`config.mk`:
```
export PLATFORM = sky130hd
export DESIGN_NAME = slpag_core
export DESIGN_NICKNAME = d
export VERILOG_FILES = /design/src/slpag_pkg.sv /design/src/slpag_limit_reg.sv /design/src/slpag_core.sv
export SDC_FILE = /design/constraint.sdc
export NUM_CORES = 1
export LEC_CHECK = 0
export BUFFER_PORTS_ARGS = -buffer_cell sky130_fd_sc_hd__buf_2
export CAP_MARGIN = 20
export CORE_MARGIN = 2
export CORE_UTILIZATION = 53
export CTS_CLUSTER_SIZE = 40
export DETAILED_ROUTE_END_ITERATION = 8
export HOLD_SLACK_MARGIN = 0.06
export PLACE_DENSITY_LB_ADDON = 0.1
export SYNTH_ARGS = -nofsm -noshare
export SYNTH_HDL_FRONTEND = slang
export SYNTH_SLANG_ARGS = --single-unit
```
`constraint.sdc`:
```
create_clock -name pclk -period 3.5 [get_ports pclk]
set_input_delay 0.875 -clock pclk [delete_from_list [all_inputs] [get_ports pclk]]
set_output_delay 0.875 -clock pclk [all_outputs]
set_load 0.01 [all_outputs]
```
`src/slpag_pkg.sv`:
```
package slpag_pkg;
	// apb register byte offsets
	localparam logic [11:0] SLPAG_OFF_STACK_PTR = 12'h000;
	localparam logic [11:0] SLPAG_OFF_STACK_LIMIT = 12'h004;
	localparam logic [11:0] SLPAG_OFF_TABLE_PAGE = 12'h008;
	localparam logic [11:0] SLPAG_OFF_VIS_PAGE = 12'h00C;
	localparam logic [11:0] SLPAG_OFF_CORE_CTRL = 12'h010;
	localparam logic [11:0] SLPAG_OFF_STATUS = 12'h014;
	// field positions
	localparam int SLPAG_CORE_VIS_BIT = 2;
	localparam int SLPAG_TABLE_PAGE_REGISTER_CFG_BIT = 7;
	localparam int SLPAG_EA_MSB = 15;
	// reset values
	localparam logic [15:0] SLPAG_SP_RESET = 16'h0800;
	localparam logic [7:0] SLPAG_PAGE_RESET = 8'h00;
	localparam logic [15:0] SLPAG_CORE_RESET = 16'h0000;
	// fixed lower stack bound, the two meaningful visibility pages and the stack word step
	localparam logic [15:0] SLPAG_STACK_FLOOR = 16'h0800;
	localparam logic [7:0] SLPAG_VIS_PROGRAM = 8'h00;
	localparam logic [7:0] SLPAG_VIS_EEPROM = 8'hFF;
	localparam logic [15:0] SLPAG_WORD_STEP = 16'h0002;
	// stack operation codes from the datapath
	typedef enum logic [2:0] {
		SLPAG_OP_NONE = 3'h0,
		SLPAG_OP_PUSH = 3'h1,
		SLPAG_OP_POP = 3'h3,
		SLPAG_OP_CALL = 3'h2,
		SLPAG_OP_EXC = 3'h6,
		SLPAG_OP_REF = 3'h7
	} slpag_op_t;
endpackage

```
`src/slpag_limit_reg.sv`:
```
`timescale 1ns/100ps
module slpag_limit_reg
	import slpag_pkg::*;
(
	// clock
	input wire logic pclk,
	// write side
	input wire logic wr_en,
	input wire logic [15:0] wr_data,
	// stored limit, bit zero forced clear
	output logic [15:0] limit_q
);
	logic [15:0] limit_d;

	// word aligned: bit zero never stored
	always_comb begin
		limit_d = limit_q;
		if (wr_en) begin
			limit_d = {wr_data[15:1], 1'b0};
		end
	end

	// no reset on purpose: content is undefined until software writes it
	always_ff @(posedge pclk) begin
		limit_q <= limit_d;
	end
endmodule // slpag_limit_reg

```
`src/slpag_core.sv`:
```
// Summary of operation
// - stack pointer holds first free word; stack grows upward.
// - pop predecrements before reading; push writes then postincrements.
// - call push zero-extends counter high byte.
// - exception push places status low byte above counter high byte.
// - stack limit bit zero always reads zero.
// - stack limit is not reset; undefined until written.
// - every push, call and exception address is compared with the limit.
// - push at limit is fine; push beyond limit traps.
// - stack address below 0800h raises underflow trap.
// - table address is table page above 16-bit effective address.
// - table page bit 7 selects user or configuration space.
// - remap joins visibility page with 15 low address bits.
// - remap address bit 23 forced zero, user memory only.
// - remap ignores address bit 15; uses visibility page bit 0.
// - visibility page only meaningful as 00 or FF.
// - table access needs no alignment; config reads allowed.
// - table sees all bytes; remap reads only the low word.
// - configuration space allows table reads only, writes blocked.
// - remap only with visibility enable set and address MSb one.
//
// The placing of the registers and the APB interface to the registers were chosen for this implementation.
`timescale 1ns/100ps
module slpag_core
	import slpag_pkg::*;
(
	// apb clock and reset
	input wire logic pclk,
	input wire logic presetn,
	// apb slave
	input wire logic psel,
	input wire logic penable,
	input wire logic pwrite,
	input wire logic [11:0] paddr,
	input wire logic [31:0] pwdata,
	output logic [31:0] prdata,
	output logic pready,
	output logic pslverr,
	// stack requests from the datapath
	input wire logic [2:0] stack_op,
	input wire logic [23:0] pc_value,
	input wire logic [7:0] status_low_byte,
	output logic [15:0] stack_addr,
	output logic [31:0] stack_push_data,
	output logic stack_trap,
	// program space requests
	input wire logic tbl_req,
	input wire logic tbl_write,
	input wire logic [15:0] tbl_ea,
	input wire logic data_req,
	input wire logic [15:0] data_ea,
	output logic [23:0] prog_addr,
	output logic prog_valid,
	output logic prog_write,
	output logic prog_config,
	output logic prog_low_word_only,
	output logic prog_blocked
);
	logic [15:0] sp_q, sp_d;
	logic [7:0] tbl_page_q, tbl_page_d;
	logic [7:0] vis_page_q, vis_page_d;
	logic [15:0] core_q, core_d;
	logic [15:0] addr_q, addr_d;
	logic [31:0] push_q, push_d;
	logic trap_q, trap_d;
	logic [23:0] pa_q, pa_d;
	logic pv_q, pv_d, pw_q, pw_d, pc_q, pc_d, pl_q, pl_d, pb_q, pb_d;
	logic [31:0] rdata_q, rdata_d;
	logic err_q, err_d;
	logic [15:0] limit_q;
	logic limit_wr;
	logic [15:0] gen_ea;
	logic is_push, is_stack;
	logic remap_hit;
	logic vis_bad_q, vis_bad_d;
	slpag_op_t op;

	// decode of an apb address at one offset
	function automatic logic hit(input logic [11:0] a, input logic [11:0] off);
		return a == off;
	endfunction

	assign op = slpag_op_t'(stack_op);
	assign pready = 1'b1; // zero wait states
	assign prdata = rdata_q;
	assign pslverr = err_q;
	assign stack_addr = addr_q;
	assign stack_push_data = push_q;
	assign stack_trap = trap_q;
	assign prog_addr = pa_q;
	assign prog_valid = pv_q;
	assign prog_write = pw_q;
	assign prog_config = pc_q;
	assign prog_low_word_only = pl_q;
	assign prog_blocked = pb_q;
	assign limit_wr = psel & penable & pwrite
		& hit(paddr, SLPAG_OFF_STACK_LIMIT);

	// the limit store has no reset, so it sits in its own module
	// unreset limit
	slpag_limit_reg u_limit (
		.pclk(pclk),
		.wr_en(limit_wr),
		.wr_data(pwdata[15:0]),
		.limit_q(limit_q)
	);

	// effective address generated by the stack operation
	always_comb begin
		is_push = (op == SLPAG_OP_PUSH) | (op == SLPAG_OP_CALL)
			| (op == SLPAG_OP_EXC);
		is_stack = is_push | (op == SLPAG_OP_POP) | (op == SLPAG_OP_REF);
		if (op == SLPAG_OP_POP) begin
			gen_ea = sp_q - SLPAG_WORD_STEP;
		end else begin
			gen_ea = sp_q;
		end
	end

	// stack pointer, push data and trap
	always_comb begin
		sp_d = sp_q;
		addr_d = addr_q;
		push_d = push_q;
		trap_d = 1'b0;
		if (psel & penable & pwrite & hit(paddr, SLPAG_OFF_STACK_PTR)) begin
			sp_d = {pwdata[15:1], 1'b0};
		end
		if (is_stack) begin
			addr_d = gen_ea;
			trap_d = (is_push & (gen_ea > limit_q))
				| (gen_ea < SLPAG_STACK_FLOOR);
		end
		if (is_push) begin
			sp_d = sp_q + SLPAG_WORD_STEP;
		end else if (op == SLPAG_OP_POP) begin
			sp_d = gen_ea;
		end
		unique case (op)
			SLPAG_OP_CALL: push_d = {8'h00, pc_value};
			SLPAG_OP_EXC: push_d = {status_low_byte, pc_value};
			SLPAG_OP_PUSH: push_d = {8'h00, pc_value};
			default: push_d = push_q;
		endcase
	end

	// program address formation
	always_comb begin
		pa_d = pa_q;
		pv_d = 1'b0;
		pw_d = 1'b0;
		pc_d = pc_q;
		pl_d = pl_q;
		pb_d = 1'b0;
		remap_hit = data_req & core_q[SLPAG_CORE_VIS_BIT]
			& data_ea[SLPAG_EA_MSB];
		if (tbl_req) begin
			pa_d = {tbl_page_q, tbl_ea};
			pc_d = tbl_page_q[SLPAG_TABLE_PAGE_REGISTER_CFG_BIT];
			pl_d = 1'b0;
			pb_d = tbl_write & tbl_page_q[SLPAG_TABLE_PAGE_REGISTER_CFG_BIT];
			pv_d = ~pb_d;
			pw_d = tbl_write & ~pb_d;
		end else if (remap_hit) begin
			pa_d = {1'b0, vis_page_q, data_ea[14:0]};
			pc_d = 1'b0;
			pl_d = 1'b1;
			pv_d = 1'b1;
		end
	end

	// software registers and read data
	always_comb begin
		tbl_page_d = tbl_page_q;
		vis_page_d = vis_page_q;
		core_d = core_q;
		vis_bad_d = vis_bad_q;
		rdata_d = rdata_q;
		err_d = 1'b0;
		if (psel & penable & pwrite) begin
			if (hit(paddr, SLPAG_OFF_TABLE_PAGE)) begin
				tbl_page_d = pwdata[7:0];
			end
			if (hit(paddr, SLPAG_OFF_VIS_PAGE)) begin
				vis_page_d = pwdata[7:0];
				vis_bad_d = (pwdata[7:0] != SLPAG_VIS_PROGRAM)
					& (pwdata[7:0] != SLPAG_VIS_EEPROM);
			end
			if (hit(paddr, SLPAG_OFF_CORE_CTRL)) begin
				core_d = pwdata[15:0];
			end
		end
		if (psel & ~penable & ~pwrite) begin
			unique case (paddr)
				SLPAG_OFF_STACK_PTR: rdata_d = {16'h0000, sp_q};
				SLPAG_OFF_STACK_LIMIT: rdata_d = {16'h0000,
					limit_q[15:1], 1'b0};
				SLPAG_OFF_TABLE_PAGE: rdata_d = {24'h000000, tbl_page_q};
				SLPAG_OFF_VIS_PAGE: rdata_d = {24'h000000, vis_page_q};
				SLPAG_OFF_CORE_CTRL: rdata_d = {16'h0000, core_q};
				SLPAG_OFF_STATUS: rdata_d = {30'h00000000, vis_bad_q,
					trap_q};
				default: rdata_d = 32'h00000000;
			endcase
		end
		if (psel & ~penable) begin
			err_d = ~(hit(paddr, SLPAG_OFF_STACK_PTR)
				| hit(paddr, SLPAG_OFF_STACK_LIMIT)
				| hit(paddr, SLPAG_OFF_TABLE_PAGE)
				| hit(paddr, SLPAG_OFF_VIS_PAGE)
				| hit(paddr, SLPAG_OFF_CORE_CTRL)
				| hit(paddr, SLPAG_OFF_STATUS));
		end
	end

	// register all state except the limit
	always_ff @(posedge pclk or negedge presetn) begin
		if (!presetn) begin
			sp_q <= SLPAG_SP_RESET;
			tbl_page_q <= SLPAG_PAGE_RESET;
			vis_page_q <= SLPAG_PAGE_RESET;
			core_q <= SLPAG_CORE_RESET;
			vis_bad_q <= 1'b0;
			addr_q <= SLPAG_SP_RESET;
			push_q <= 32'h00000000;
			trap_q <= 1'b0;
			pa_q <= 24'h000000;
			pv_q <= 1'b0;
			pw_q <= 1'b0;
			pc_q <= 1'b0;
			pl_q <= 1'b0;
			pb_q <= 1'b0;
			rdata_q <= 32'h00000000;
			err_q <= 1'b0;
		end else begin
			sp_q <= sp_d;
			tbl_page_q <= tbl_page_d;
			vis_page_q <= vis_page_d;
			core_q <= core_d;
			vis_bad_q <= vis_bad_d;
			addr_q <= addr_d;
			push_q <= push_d;
			trap_q <= trap_d;
			pa_q <= pa_d;
			pv_q <= pv_d;
			pw_q <= pw_d;
			pc_q <= pc_d;
			pl_q <= pl_d;
			pb_q <= pb_d;
			rdata_q <= rdata_d;
			err_q <= err_d;
		end
	end

	// checks
	push_step_a: assert property (@(posedge pclk) disable iff (!presetn)
		(op == SLPAG_OP_PUSH) |=> (sp_q == $past(sp_q) + SLPAG_WORD_STEP))
		else $error("push did not advance stack pointer");
	pop_step_a: assert property (@(posedge pclk) disable iff (!presetn)
		(op == SLPAG_OP_POP) |=> (stack_addr == $past(sp_q) - 16'h0002))
		else $error("pop address not predecremented");
	call_zero_a: assert property (@(posedge pclk) disable iff (!presetn)
		(op == SLPAG_OP_CALL) |=> (stack_push_data[31:24] == 8'h00))
		else $error("call push top byte not clear");
	exc_status_a: assert property (@(posedge pclk) disable iff (!presetn)
		(op == SLPAG_OP_EXC) |=>
		(stack_push_data[31:24] == $past(status_low_byte)))
		else $error("exception push lacks status byte");
	limit_lsb_a: assert property (@(posedge pclk) disable iff (!presetn)
		(psel && penable && !pwrite && paddr == SLPAG_OFF_STACK_LIMIT)
		|-> (prdata[0] == 1'b0))
		else $error("limit bit zero read as one");
	at_limit_a: assert property (@(posedge pclk) disable iff (!presetn)
		(op == SLPAG_OP_PUSH && sp_q == limit_q && sp_q >= 16'h0800)
		|=> !stack_trap)
		else $error("push at limit trapped");
	over_limit_a: assert property (@(posedge pclk) disable iff (!presetn)
		(op == SLPAG_OP_PUSH && sp_q > limit_q) |=> stack_trap
		##1 (!stack_trap || $past(op != SLPAG_OP_NONE)))
		else $error("push past limit missed trap");
	floor_trap_a: assert property (@(posedge pclk) disable iff (!presetn)
		(op == SLPAG_OP_REF && sp_q < 16'h0800) |=> stack_trap)
		else $error("underflow not trapped");
	table_form_a: assert property (@(posedge pclk) disable iff (!presetn)
		(tbl_req && !tbl_write) |=>
		(prog_addr == {$past(tbl_page_q), $past(tbl_ea)}) && prog_valid)
		else $error("table address wrong");
	remap_form_a: assert property (@(posedge pclk) disable iff (!presetn)
		(!tbl_req && remap_hit) |=> prog_valid && !prog_addr[23]
		&& prog_addr[15] == $past(vis_page_q[0]) && prog_low_word_only)
		else $error("remap address wrong");
	cfg_block_a: assert property (@(posedge pclk) disable iff (!presetn)
		(tbl_req && tbl_write && tbl_page_q[7]) |=> prog_blocked && !prog_write)
		else $error("config write not blocked");
	remap_gate_a: assert property (@(posedge pclk) disable iff (!presetn)
		(!tbl_req && !(data_req && core_q[2] && data_ea[15])) |=> !prog_valid)
		else $error("remap without enable");
endmodule // slpag_core

```
==> impl_metrics.tcl, run 1 <==
set metrics [dict create \
    syn_to_final_growth_pct 21.05 \
    synth_ff_type "dfrtp_1" \
    cellLeakagePower_nw 4.881 \
    rows 45 \
    netlist_area_sq_um 8070 \
    ir_drop_mv 0.4148 \
    grt_pass1_wl_um 33570 \
    synth_compound_area_share_pct 13.46 \
    maxCapViolCount 0 \
    cp.required_ps 3810 \
    yosys.area_share.simple_pct 16.12 \
    syn_avg_cell_area_sq_um 9.630 \
    start_util_pct 53.68 \
    die_w_um 127.4 \
    nNetsFinal 1156 \
    drv_slew 0 \
    grt_pass1_vias 6467 \
    rsz0062_at_grt "no" \
    critPathMaxStageDelay_ps 570 \
    dp_cells 1189 \
    cpMaxStageDelayCell "or4_4" \
    cp-start-kind "register" \
    hold_viol_final 0 \
    grt_remaining_overflow 0 \
    max_clock_freq_mhz 326.3 \
    root_buffer "clkbuf_16" \
    die_h_um 127.4 \
    post-route-min-period_ps 3065 \
    avgRoutedWirePerCell_um 17.10 \
    max_slew_margin_pct 44.24 \
    vias 6772 \
    grt_use_total_pct 26.40 \
    stdcell_count 1221 \
    dieArea_sq_um 16230 \
    grt_max_degree 60 \
    top_usage_layer "met2" \
    wl_um 20880 \
    synth_fa_ha_area_share_pct 2.636 \
    use_met1_pct 37.49 \
    holdBufCountCts 0 \
    diodes 0 \
    r2r_end "stack_trap$_DFF_PN0_" \
    path_cells "or4_4, or3_4, nor3_2, xnor2_1, inv_1, ha_1, nand4_1, o41ai_1, a31oi_1, a41o_1" \
    ant_nets 0 \
    numCtsBuffers 17 \
    synth_edf_count 15 \
    route.detailed.drc 0 \
    fillers 1294 \
    path_max_fanout 4 \
    r2r_cells 10 \
    synth_top_family_by_area "simple AND/OR/NAND/NOR gates" \
    yosysUniqueCellTypes 66 \
    core_area_sq_um 15030 \
    synthCells 838 \
    synth-xor-area-share_pct 2.388 \
    clock_skew_ps 8.593 \
    clkSinkCount 156 \
    ys_ff_latch 156 \
    drt_iter0_drc 571 \
    muxShareOfSynthArea_pct 10.00 \
    async_flop_share_pct 90.38 \
    total_power_mw 4.857 \
    place_hpwl_um 15150 \
    yosysWarnings 0 \
    r2r_slack_ps 440 \
    gp_congestion 0.8936 \
    cts_max_level 4 \
    drive_gt1_share_pct 29.82 \
    synth_seq_area_share_pct 49.33 \
    postCtsSetupRepairBufs 0 \
    fin_hold_ws_ps 384.5 \
    met3_usage_pct 6.281 \
    outcome "complete, no violations" \
    tightest_slew_ps 834.1 \
    clk_latency_ps 430 \
    critical_path_arrival_ps 3370 \
    viasPerCell 5.546 \
    clockBufferDepth 2 \
    io_pins 231 \
    ctsResizeCount 0 \
    cp-end-kind "register" \
    met2_usage_pct 40.33 \
    cts_tree "done" \
    final.period_utilization_pct 87.56 \
    drtPass1Iterations 5 \
    hold_path_class "in2async" \
    portBuffers 196 \
    pwr_density_cell_nw_per_um2 497.2 \
    timing.rr.start "sp_q[10]$_DFFE_PN0P_" \
    antenna_found_initial 0 \
    clkTransAtPathRegs_ps 60 \
    criticalPathCategory "reg2reg" \
    finalSetupViolCount 0 \
    finalSetupTns_ps 0 \
]
-- layout by cell type (no fill, tap or decap), types with 3 or more instances in the layout --
master       n
inv_1       24
nand2_1    152
nand2b_1     5
edfxtp_1    15
o22a_1       4
conb_1      18
xor2_1       9
a211oi_1     4
or3_1        4
a21oi_1     51
dfrtp_1    139
buf_4       27
nand4_1      8
xnor2_1     13
nor2b_1      6
a31oi_1      7
o22ai_1     10
a22oi_1     15
nor3b_1      3
nor4_1       8
clkbuf_1     6
ha_1        17
mux2i_1     30
mux2_2      43
nand3_1     19
and3_1       6
nor2_1      45
a22o_1       6
o221ai_1     4
a21o_1       3
nor3_1       8
clkbuf_16   19
buf_2      195
o21ai_0     64
-- report_power, final --
group	total, mW	leakage [nW]	internal [mW]	switching [mW]
combinational	0.928	2.65	0.379	0.549
clock	1.81	0.282	1.10	0.704
sequential	2.12	1.95	1.98	0.138
-- flip-flops by register name (all words and copies together), names as in the netlist, 8 cells and up --
| name | count |
|---|---|
| core_q | 16 |
| prdata | 16 |
| prog_addr | 24 |
| sp_q | 15 |
| stack_addr | 15 |
| stack_push_data | 32 |
| tbl_page_q | 8 |
| u_limit.limit_q | 15 |
| vis_page_q | 8 |
-- metal layers --
layer	part of all wire [%]	up-vias
met5	0	-
met4	1.7	0
met3	7.3	29
met2	45	291
met1	46	3203
li1	-	3249
-- synth_stat cells (2+ instances only) --
master,number,area [sq um]
mux2i_1,30,300.3
inv_1,24,90.09
a211oi_1,4,30.03
a22oi_1,15,112.6
nand4_1,8,50.05
a22o_1,6,52.55
nand2b_1,5,31.28
and3_1,6,37.54
buf_1,2,7.510
nand2_1,152,570.6
buf_2,16,80.08
o21ai_0,64,320.3
clkbuf_1,38,142.6
nand3_1,19,95.09
xor2_1,9,78.83
mux2_2,43,484.2
nor3b_1,3,22.52
o221ai_1,4,35.03
nor3_1,8,40.04
o211ai_1,2,15.01
or3_1,4,25.02
dfstp_2,2,52.55
ha_1,17,212.7
and4_1,2,17.52
nor2_1,45,168.9
dfrtp_1,139,3478
xnor2_1,13,113.9
conb_1,2,7.510
o22ai_1,10,62.56
mux2_1,2,22.52
a31oi_1,7,43.79
or2_2,2,12.51
nor4_1,8,50.05
a21o_1,3,22.52
edfxtp_1,15,450.4
nor2b_1,6,37.54
a21oi_1,51,255.2
o22a_1,4,35.03
nor3_2,2,20.02
buf_4,20,150.1
-- worst max-delay path, delay by kind of cell (launching register included) --
kind / cells / cell delay, ps
flops: 1 / 390
xor+xnor: 1 / 250
compound gates: 3 / 700
buf+inv: 1 / 80
fa+ha+maj: 1 / 310
simple gates: 4 / 1210
-- kinds of logic (layout without fill, tap and decap cells) --
| kind of cell | count (synthesis) | count (layout) |
|---|---|---|
| and+or+nand+nor | 283 | 283 |
| AOI/OAI and AO/OA | 182 | 182 |
| DFF | 156 | 156 |
| buffers and inverters | 101 | 280 |
| muxes | 75 | 75 |
| xor gates and xnor gates | 22 | 22 |
| adders and majority gates | 17 | 17 |
| other | 2 | 18 |
-- final cells by class --
class | instances | area (sq um) | area share [%]
Sequential cell | 156 | 3981 | 40.75
Multi-Input combinational cell | 597 | 3671 | 37.58
Timing Repair Buffer | 224 | 1210 | 12.38
Clock buffer | 27 | 525.5 | 5.379
Tap cell | 188 | 235.2 | 2.408
Inverter | 24 | 90.09 | 0.9221
Clock inverter | 5 | 56.30 | 0.5763
-- metrics by stage --
step                      cell area, sq um  setup slack (ps)  util [%]
after floorplan                       8130             390.0         -
after global placement                9188             225.7     61.12
after detailed placement              9188             162.5     61.12
after CTS                             9769             456.5     64.99
after global routing                  9769             207.0     64.99
final                                 9769             435.3     64.99
-- worst max path at each step --
stage | startpoint | slack, ps | depth (start not counted) | endpoint
after detailed placement | stack_op[2] | 160 | 12 | stack_trap$_DFF_PN0_
after global placement | stack_op[2] | 230 | 12 | stack_trap$_DFF_PN0_
final | sp_q[10]$_DFFE_PN0P_ | 440 | 10 | stack_trap$_DFF_PN0_
after floorplan | stack_op[0] | 390 | 11 | stack_trap$_DFF_PN0_
after global routing | sp_q[2]$_DFFE_PN0P_ | 210 | 12 | stack_trap$_DFF_PN0_
after CTS | sp_q[10]$_DFFE_PN0P_ | 460 | 10 | stack_trap$_DFF_PN0_
No activity file was read; power rests on OpenSTA's default activity.
==> inputs of run 2 (changes only) <==
--- a/config.mk
+++ b/config.mk
@@ -13,6 +13,7 @@
 export DETAILED_ROUTE_END_ITERATION = 8
 export HOLD_SLACK_MARGIN = 0.06
 export PLACE_DENSITY_LB_ADDON = 0.1
+export RECOVER_POWER = 50
 export SYNTH_ARGS = -nofsm -noshare
 export SYNTH_HDL_FRONTEND = slang
 export SYNTH_SLANG_ARGS = --single-unit
==> run 2 against run 1 <==
  * Cell area fell by 0.82%
  * Fmax shrank 0.36%
  * Clock power about the same
  * The flow now finishes with violations (max-capacitance violations, max-slew violations)
  * Final cell count did not move
  * Critical endpoint unchanged
  * Flip-flop and latch count unchanged
==> impl_metrics.tcl, run 2 (synthesized netlist as in run 1, its figures left out) <==
set metrics [dict create \
    max_clock_freq_mhz 325.1 \
    syn_to_final_growth_pct 20.06 \
    final_util_pct 64.45 \
    cp.required_ps 3810 \
    maxCapViolCount 2 \
    wl_um 20890 \
    met3_usage_pct 6.281 \
    ir_drop_mv 0.4141 \
    route.detailed.drc 0 \
    grt_remaining_overflow 0 \
    rows 45 \
    pwr_density_cell_nw_per_um2 500.0 \
    max_slew_margin_pct -20.23 \
    rsz0062_at_grt "no" \
    gp_congestion 0.8936 \
    dieArea_sq_um 16230 \
    antenna_found_initial 0 \
    outcome "finished with violations" \
    tightest_slew_ps 1803 \
    largest_reg_flops 32 \
    ctsResizeCount 0 \
    clkTransAtPathRegs_ps 60 \
    post-route-min-period_ps 3076 \
    clock_skew_ps 9.701 \
    diodes 0 \
    numCtsBuffers 17 \
    hold_viol_final 0 \
    place_hpwl_um 15150 \
    viasPerCell 5.562 \
    root_buffer "clkbuf_16" \
    criticalPathCategory "reg2reg" \
    io_pins 231 \
    core_area_sq_um 15030 \
    clk_latency_ps 430 \
    cts_max_level 4 \
    finalSetupTns_ps 0 \
    start_util_pct 53.68 \
    cts_tree "done" \
    finalSetupViolCount 0 \
    die_h_um 127.4 \
    drv_slew 80 \
    cp-start-kind "register" \
    grt_pass1_vias 6467 \
    drive_gt1_share_pct 25.07 \
    clockBufferDepth 2 \
    drt_iter0_drc 546 \
    use_met1_pct 37.49 \
    vias 6791 \
    cellLeakagePower_nw 4.721 \
    postCtsSetupRepairBufs 0 \
    final_cell_mix "nand2_1 (152), buf_2 (151), dfrtp_1 (139)" \
    met2_usage_pct 40.33 \
    clkSinkCount 156 \
    fin_hold_ws_ps 459.7 \
    grt_max_degree 60 \
    avgRoutedWirePerCell_um 17.11 \
    ant_nets 0 \
    hold_path_class "reg2reg" \
    critical_path_arrival_ps 3380 \
    final.period_utilization_pct 87.88 \
    nNetsFinal 1156 \
    die_w_um 127.4 \
    cp-end-kind "register" \
    top_usage_layer "met2" \
    drtPass1Iterations 5 \
    holdBufCountCts 0 \
    portBuffers 196 \
    path_max_fanout 4 \
    layout_commonest_cell "nand2_1" \
    total_power_mw 4.845 \
    grt_use_total_pct 26.40 \
    grt_pass1_wl_um 33570 \
    violations "max-capacitance violations, max-slew violations" \
]
[run 2: cell types whose count changed in the layout (fill, tap and decap cells not counted), sizes merged]
cell,change
buf,-50
clkbuf,+50
[run 2: report_power, final]
| part | switching [mW] | leakage [nW] | internal, mW |
|---|---|---|---|
| combinational | 0.549 | 2.49 | 0.366 |
| clock | 0.705 | 0.282 | 1.10 |
| sequential | 0.138 | 1.95 | 1.98 |
| total | 1.39 | 4.72 | 3.45 |
[run 2: per-layer routing]
metal,vias to the layer above,share of wire [%]
met4,0,1.7
li1,3256,-
met5,-,0
met1,3209,46
met3,30,7.7
met2,296,45
[run 2: worst paths after layout]
path                                              endpoint  depth (start not counted)  slack, ps                       startpoint
max in group asynchronous           core_q[12]$_DFFE_PN0P_                          2        660                          presetn
max                                   stack_trap$_DFF_PN0_                         10        420             sp_q[10]$_DFFE_PN0P_
min                        stack_push_data[16]$_DFFE_PN0N_                          2        460  stack_push_data[16]$_DFFE_PN0N_
max reg2reg                           stack_trap$_DFF_PN0_                         10        420             sp_q[10]$_DFFE_PN0P_
min in group asynchronous  stack_push_data[15]$_DFFE_PN0N_                          1        760                          presetn
min reg2reg                stack_push_data[16]$_DFFE_PN0N_                          2        460  stack_push_data[16]$_DFFE_PN0N_
[run 2: worst max-delay path: stages, from the launching register on]
cell	delay [ps]
dfrtp_1	390
or4_4	570
or3_4	380
nor3_2	130
xnor2_1	250
inv_1	80
ha_1	310
nand4_1	130
o41ai_1	420
a31oi_1	80
a41o_1	210
[run 2: through the flow]
step	std cells	instance area, sq um	worst slack (ps)
floorplan	854	8130	390.0
global placement	1189	9188	225.7
detailed placement	1189	9188	162.5
CTS	1221	9769	456.5
global route	1221	9689	138.8
finish	1221	9689	424.3
[run 2: cell type report]
class | count | area [sq um]
fillers | 1323 | 5344
flip-flops and latches | 156 | 3981
multi-input cells | 597 | 3671
repair buffers | 224 | 1130
clock buffers | 27 | 525.5
well taps | 188 | 235.2
inverters | 24 | 90.09
clock inverters | 5 | 56.30
==> inputs of run 3 (changes only) <==
--- a/config.mk
+++ b/config.mk
@@ -7,6 +7,7 @@
 export LEC_CHECK = 0
 export BUFFER_PORTS_ARGS = -buffer_cell sky130_fd_sc_hd__buf_2
 export CAP_MARGIN = 20
+export CORE_ASPECT_RATIO = 0.7
 export CORE_MARGIN = 2
 export CORE_UTILIZATION = 53
 export CTS_CLUSTER_SIZE = 40
==> run 3 against run 2 <==
  * The flow still finishes with violations (max-capacitance violations, max-slew violations)
  * Hold slack better by 5.1 ps
  * Cell area is 0.56% higher
  * Worst setup slack better by 3.9 ps
  * Sequential share of layout area is 0.23 points lower
  * Final cell count is 0.82% higher
  * Count of clock-buffer cells in the layout is 9 lower
  * Clock skew is 1.4 ps higher
  * Flip-flop and latch count stayed put
  * Critical endpoint unchanged
  * Sequential power hardly changed
  * Die area hardly changed
  * Via count is 1.5% higher
  * Fmax is 0.13% higher
==> impl_metrics.tcl, run 3 (synthesized netlist as in run 1, its figures left out) <==
set metrics [dict create \
    outcome "finished with violations" \
    violations "max-capacitance violations, max-slew violations" \
    numCtsBuffers 17 \
    hold_path_end "stack_push_data[1]$_DFFE_PN0N_" \
    path_max_fanout 8 \
    start_util_pct 54.65 \
    drt_iter0_drc 684 \
    grt_pass1_wl_um 33720 \
    grt_max_degree 84 \
    hold_viol_final 0 \
    cp-end-kind "register" \
    max_clock_freq_mhz 325.5 \
    r2r_end "stack_trap$_DFF_PN0_" \
    portBuffers 196 \
    ctsResizeCount 0 \
    hold_path_class "reg2reg" \
    finalSetupTns_ps 0 \
    drv_slew 82 \
    gp_congestion 0.9079 \
    finalSetupViolCount 0 \
    maxCapViolCount 2 \
    criticalPathCategory "reg2reg" \
    wl_um 21530 \
    die_h_um 107.2 \
    final_util_pct 65.97 \
    hp-start "stack_push_data[1]$_DFFE_PN0N_" \
    antenna_found_initial 0 \
    tightest_slew_ps 1860 \
    final.period_utilization_pct 87.77 \
    largest_reg_flops 32 \
    worstHoldPathCells 2 \
    clockBufferDepth 2 \
    fin_area_sq_um 9743 \
    die_w_um 151.5 \
    viasPerCell 5.601 \
    drtPass1Iterations 5 \
    critical_path_arrival_ps 3390 \
    cp.required_ps 3820 \
    r2r_slack_ps 430 \
    timing.rr.start "sp_q[2]$_DFFE_PN0P_" \
    route.detailed.drc 0 \
    max_slew_margin_pct -23.99 \
    drive_gt1_share_pct 27.51 \
    ant_nets 0 \
    cts_tree "done" \
    fillers 1271 \
    dieArea_sq_um 16250 \
    holdBufCountCts 0 \
    vias 6895 \
    place_hpwl_um 15470 \
    clkTransAtPathRegs_ps 70 \
    rsz0062_at_grt "no" \
    final_cell_mix "buf_2 (165), nand2_1 (152), dfrtp_1 (139)" \
    ir_drop_mv 0.3075 \
    pwr_density_cell_nw_per_um2 502.2 \
    clk_latency_ps 430 \
    nNetsFinal 1159 \
    cellLeakagePower_nw 4.793 \
    avgRoutedWirePerCell_um 17.49 \
    cp-start-kind "register" \
    root_buffer "clkbuf_16" \
    io_pins 231 \
    diodes 0 \
    placed_cell_area_sq_um 9219 \
    postCtsSetupRepairBufs 0 \
    post-route-min-period_ps 3072 \
    r2r_cells 11 \
    cts_max_level 4 \
    core_area_sq_um 14770 \
    syn_to_final_growth_pct 20.73 \
    grt_pass1_vias 6320 \
    clock_skew_ps 11.13 \
    grt_use_total_pct 27.14 \
    grt_remaining_overflow 0 \
    rows 37 \
    clkSinkCount 156 \
    layout_commonest_cell "buf_2" \
]
==> run 3: power by group <==
| part | switching, mW | total, mW | leakage (nW) | internal [mW] |
|---|---|---|---|---|
| Clock | 0.859 | 1.83 | 0.287 | 0.971 |
| Combinational | 0.565 | 0.944 | 2.56 | 0.379 |
| Sequential | 0.137 | 2.12 | 1.95 | 1.98 |
| Total | 1.56 | 4.89 | 4.79 | 3.33 |
==> run 3: final cells by class <==
cell class | count | area (sq um) | area share, %
Multi-Input combinational cell | 597 | 3671 | 37.68
Sequential cell | 156 | 3981 | 40.86
Tap cell | 195 | 244.0 | 2.504
Inverter | 24 | 90.09 | 0.9246
Timing Repair Buffer | 227 | 1169 | 11.99
Clock buffer | 18 | 439.2 | 4.508
Clock inverter | 14 | 148.9 | 1.528
==> run 3: how the worst max path moves through the flow <==
stage                        startpoint                endpoint  depth (start not counted)
finish              sp_q[2]$_DFFE_PN0P_    stack_trap$_DFF_PN0_                         11
global route                    presetn  prdata[12]$_DFFE_PN0P_                          2
CTS                 sp_q[1]$_DFFE_PN0P_    stack_trap$_DFF_PN0_                         11
detailed placement          stack_op[2]    stack_trap$_DFF_PN0_                         12
global placement            stack_op[2]    stack_trap$_DFF_PN0_                         12
floorplan                   stack_op[0]    stack_trap$_DFF_PN0_                         11
==> run 3: through the flow <==
step                      instances  hold slack [ps]  worst slack, ps  power [mW]
final                          1231            464.8            428.2       4.893
after detailed placement       1199            454.6            151.3       3.092
after global routing           1231            491.3            216.7       5.113
after floorplan                 854            444.4            390.0       2.689
after CTS                      1231            306.1            504.4       4.912
after global placement         1199            445.1            198.9       3.076
==> run 3: layer usage <==
layer	wire (um)	up-vias	global-route usage, %	part of all wire, %
li1	-	3261	-	-
met2	9498	307	39.72	44
met5	0	-	0	0
met3	1650	19	5.277	7.7
met1	10190	3308	41.39	47
met4	195	0	6.809	0.91
==> run 3: critical path, stage by stage (launching register included) <==
cell and delay (ps):
dfrtp_1 490, inv_1 120, ha_1 210, nor2b_1 230
nand3_1 230, or3_1 380, xnor2_1 160, ha_1 300
nand4_1 150, o41ai_1 360, a31oi_1 90, a41o_1 220
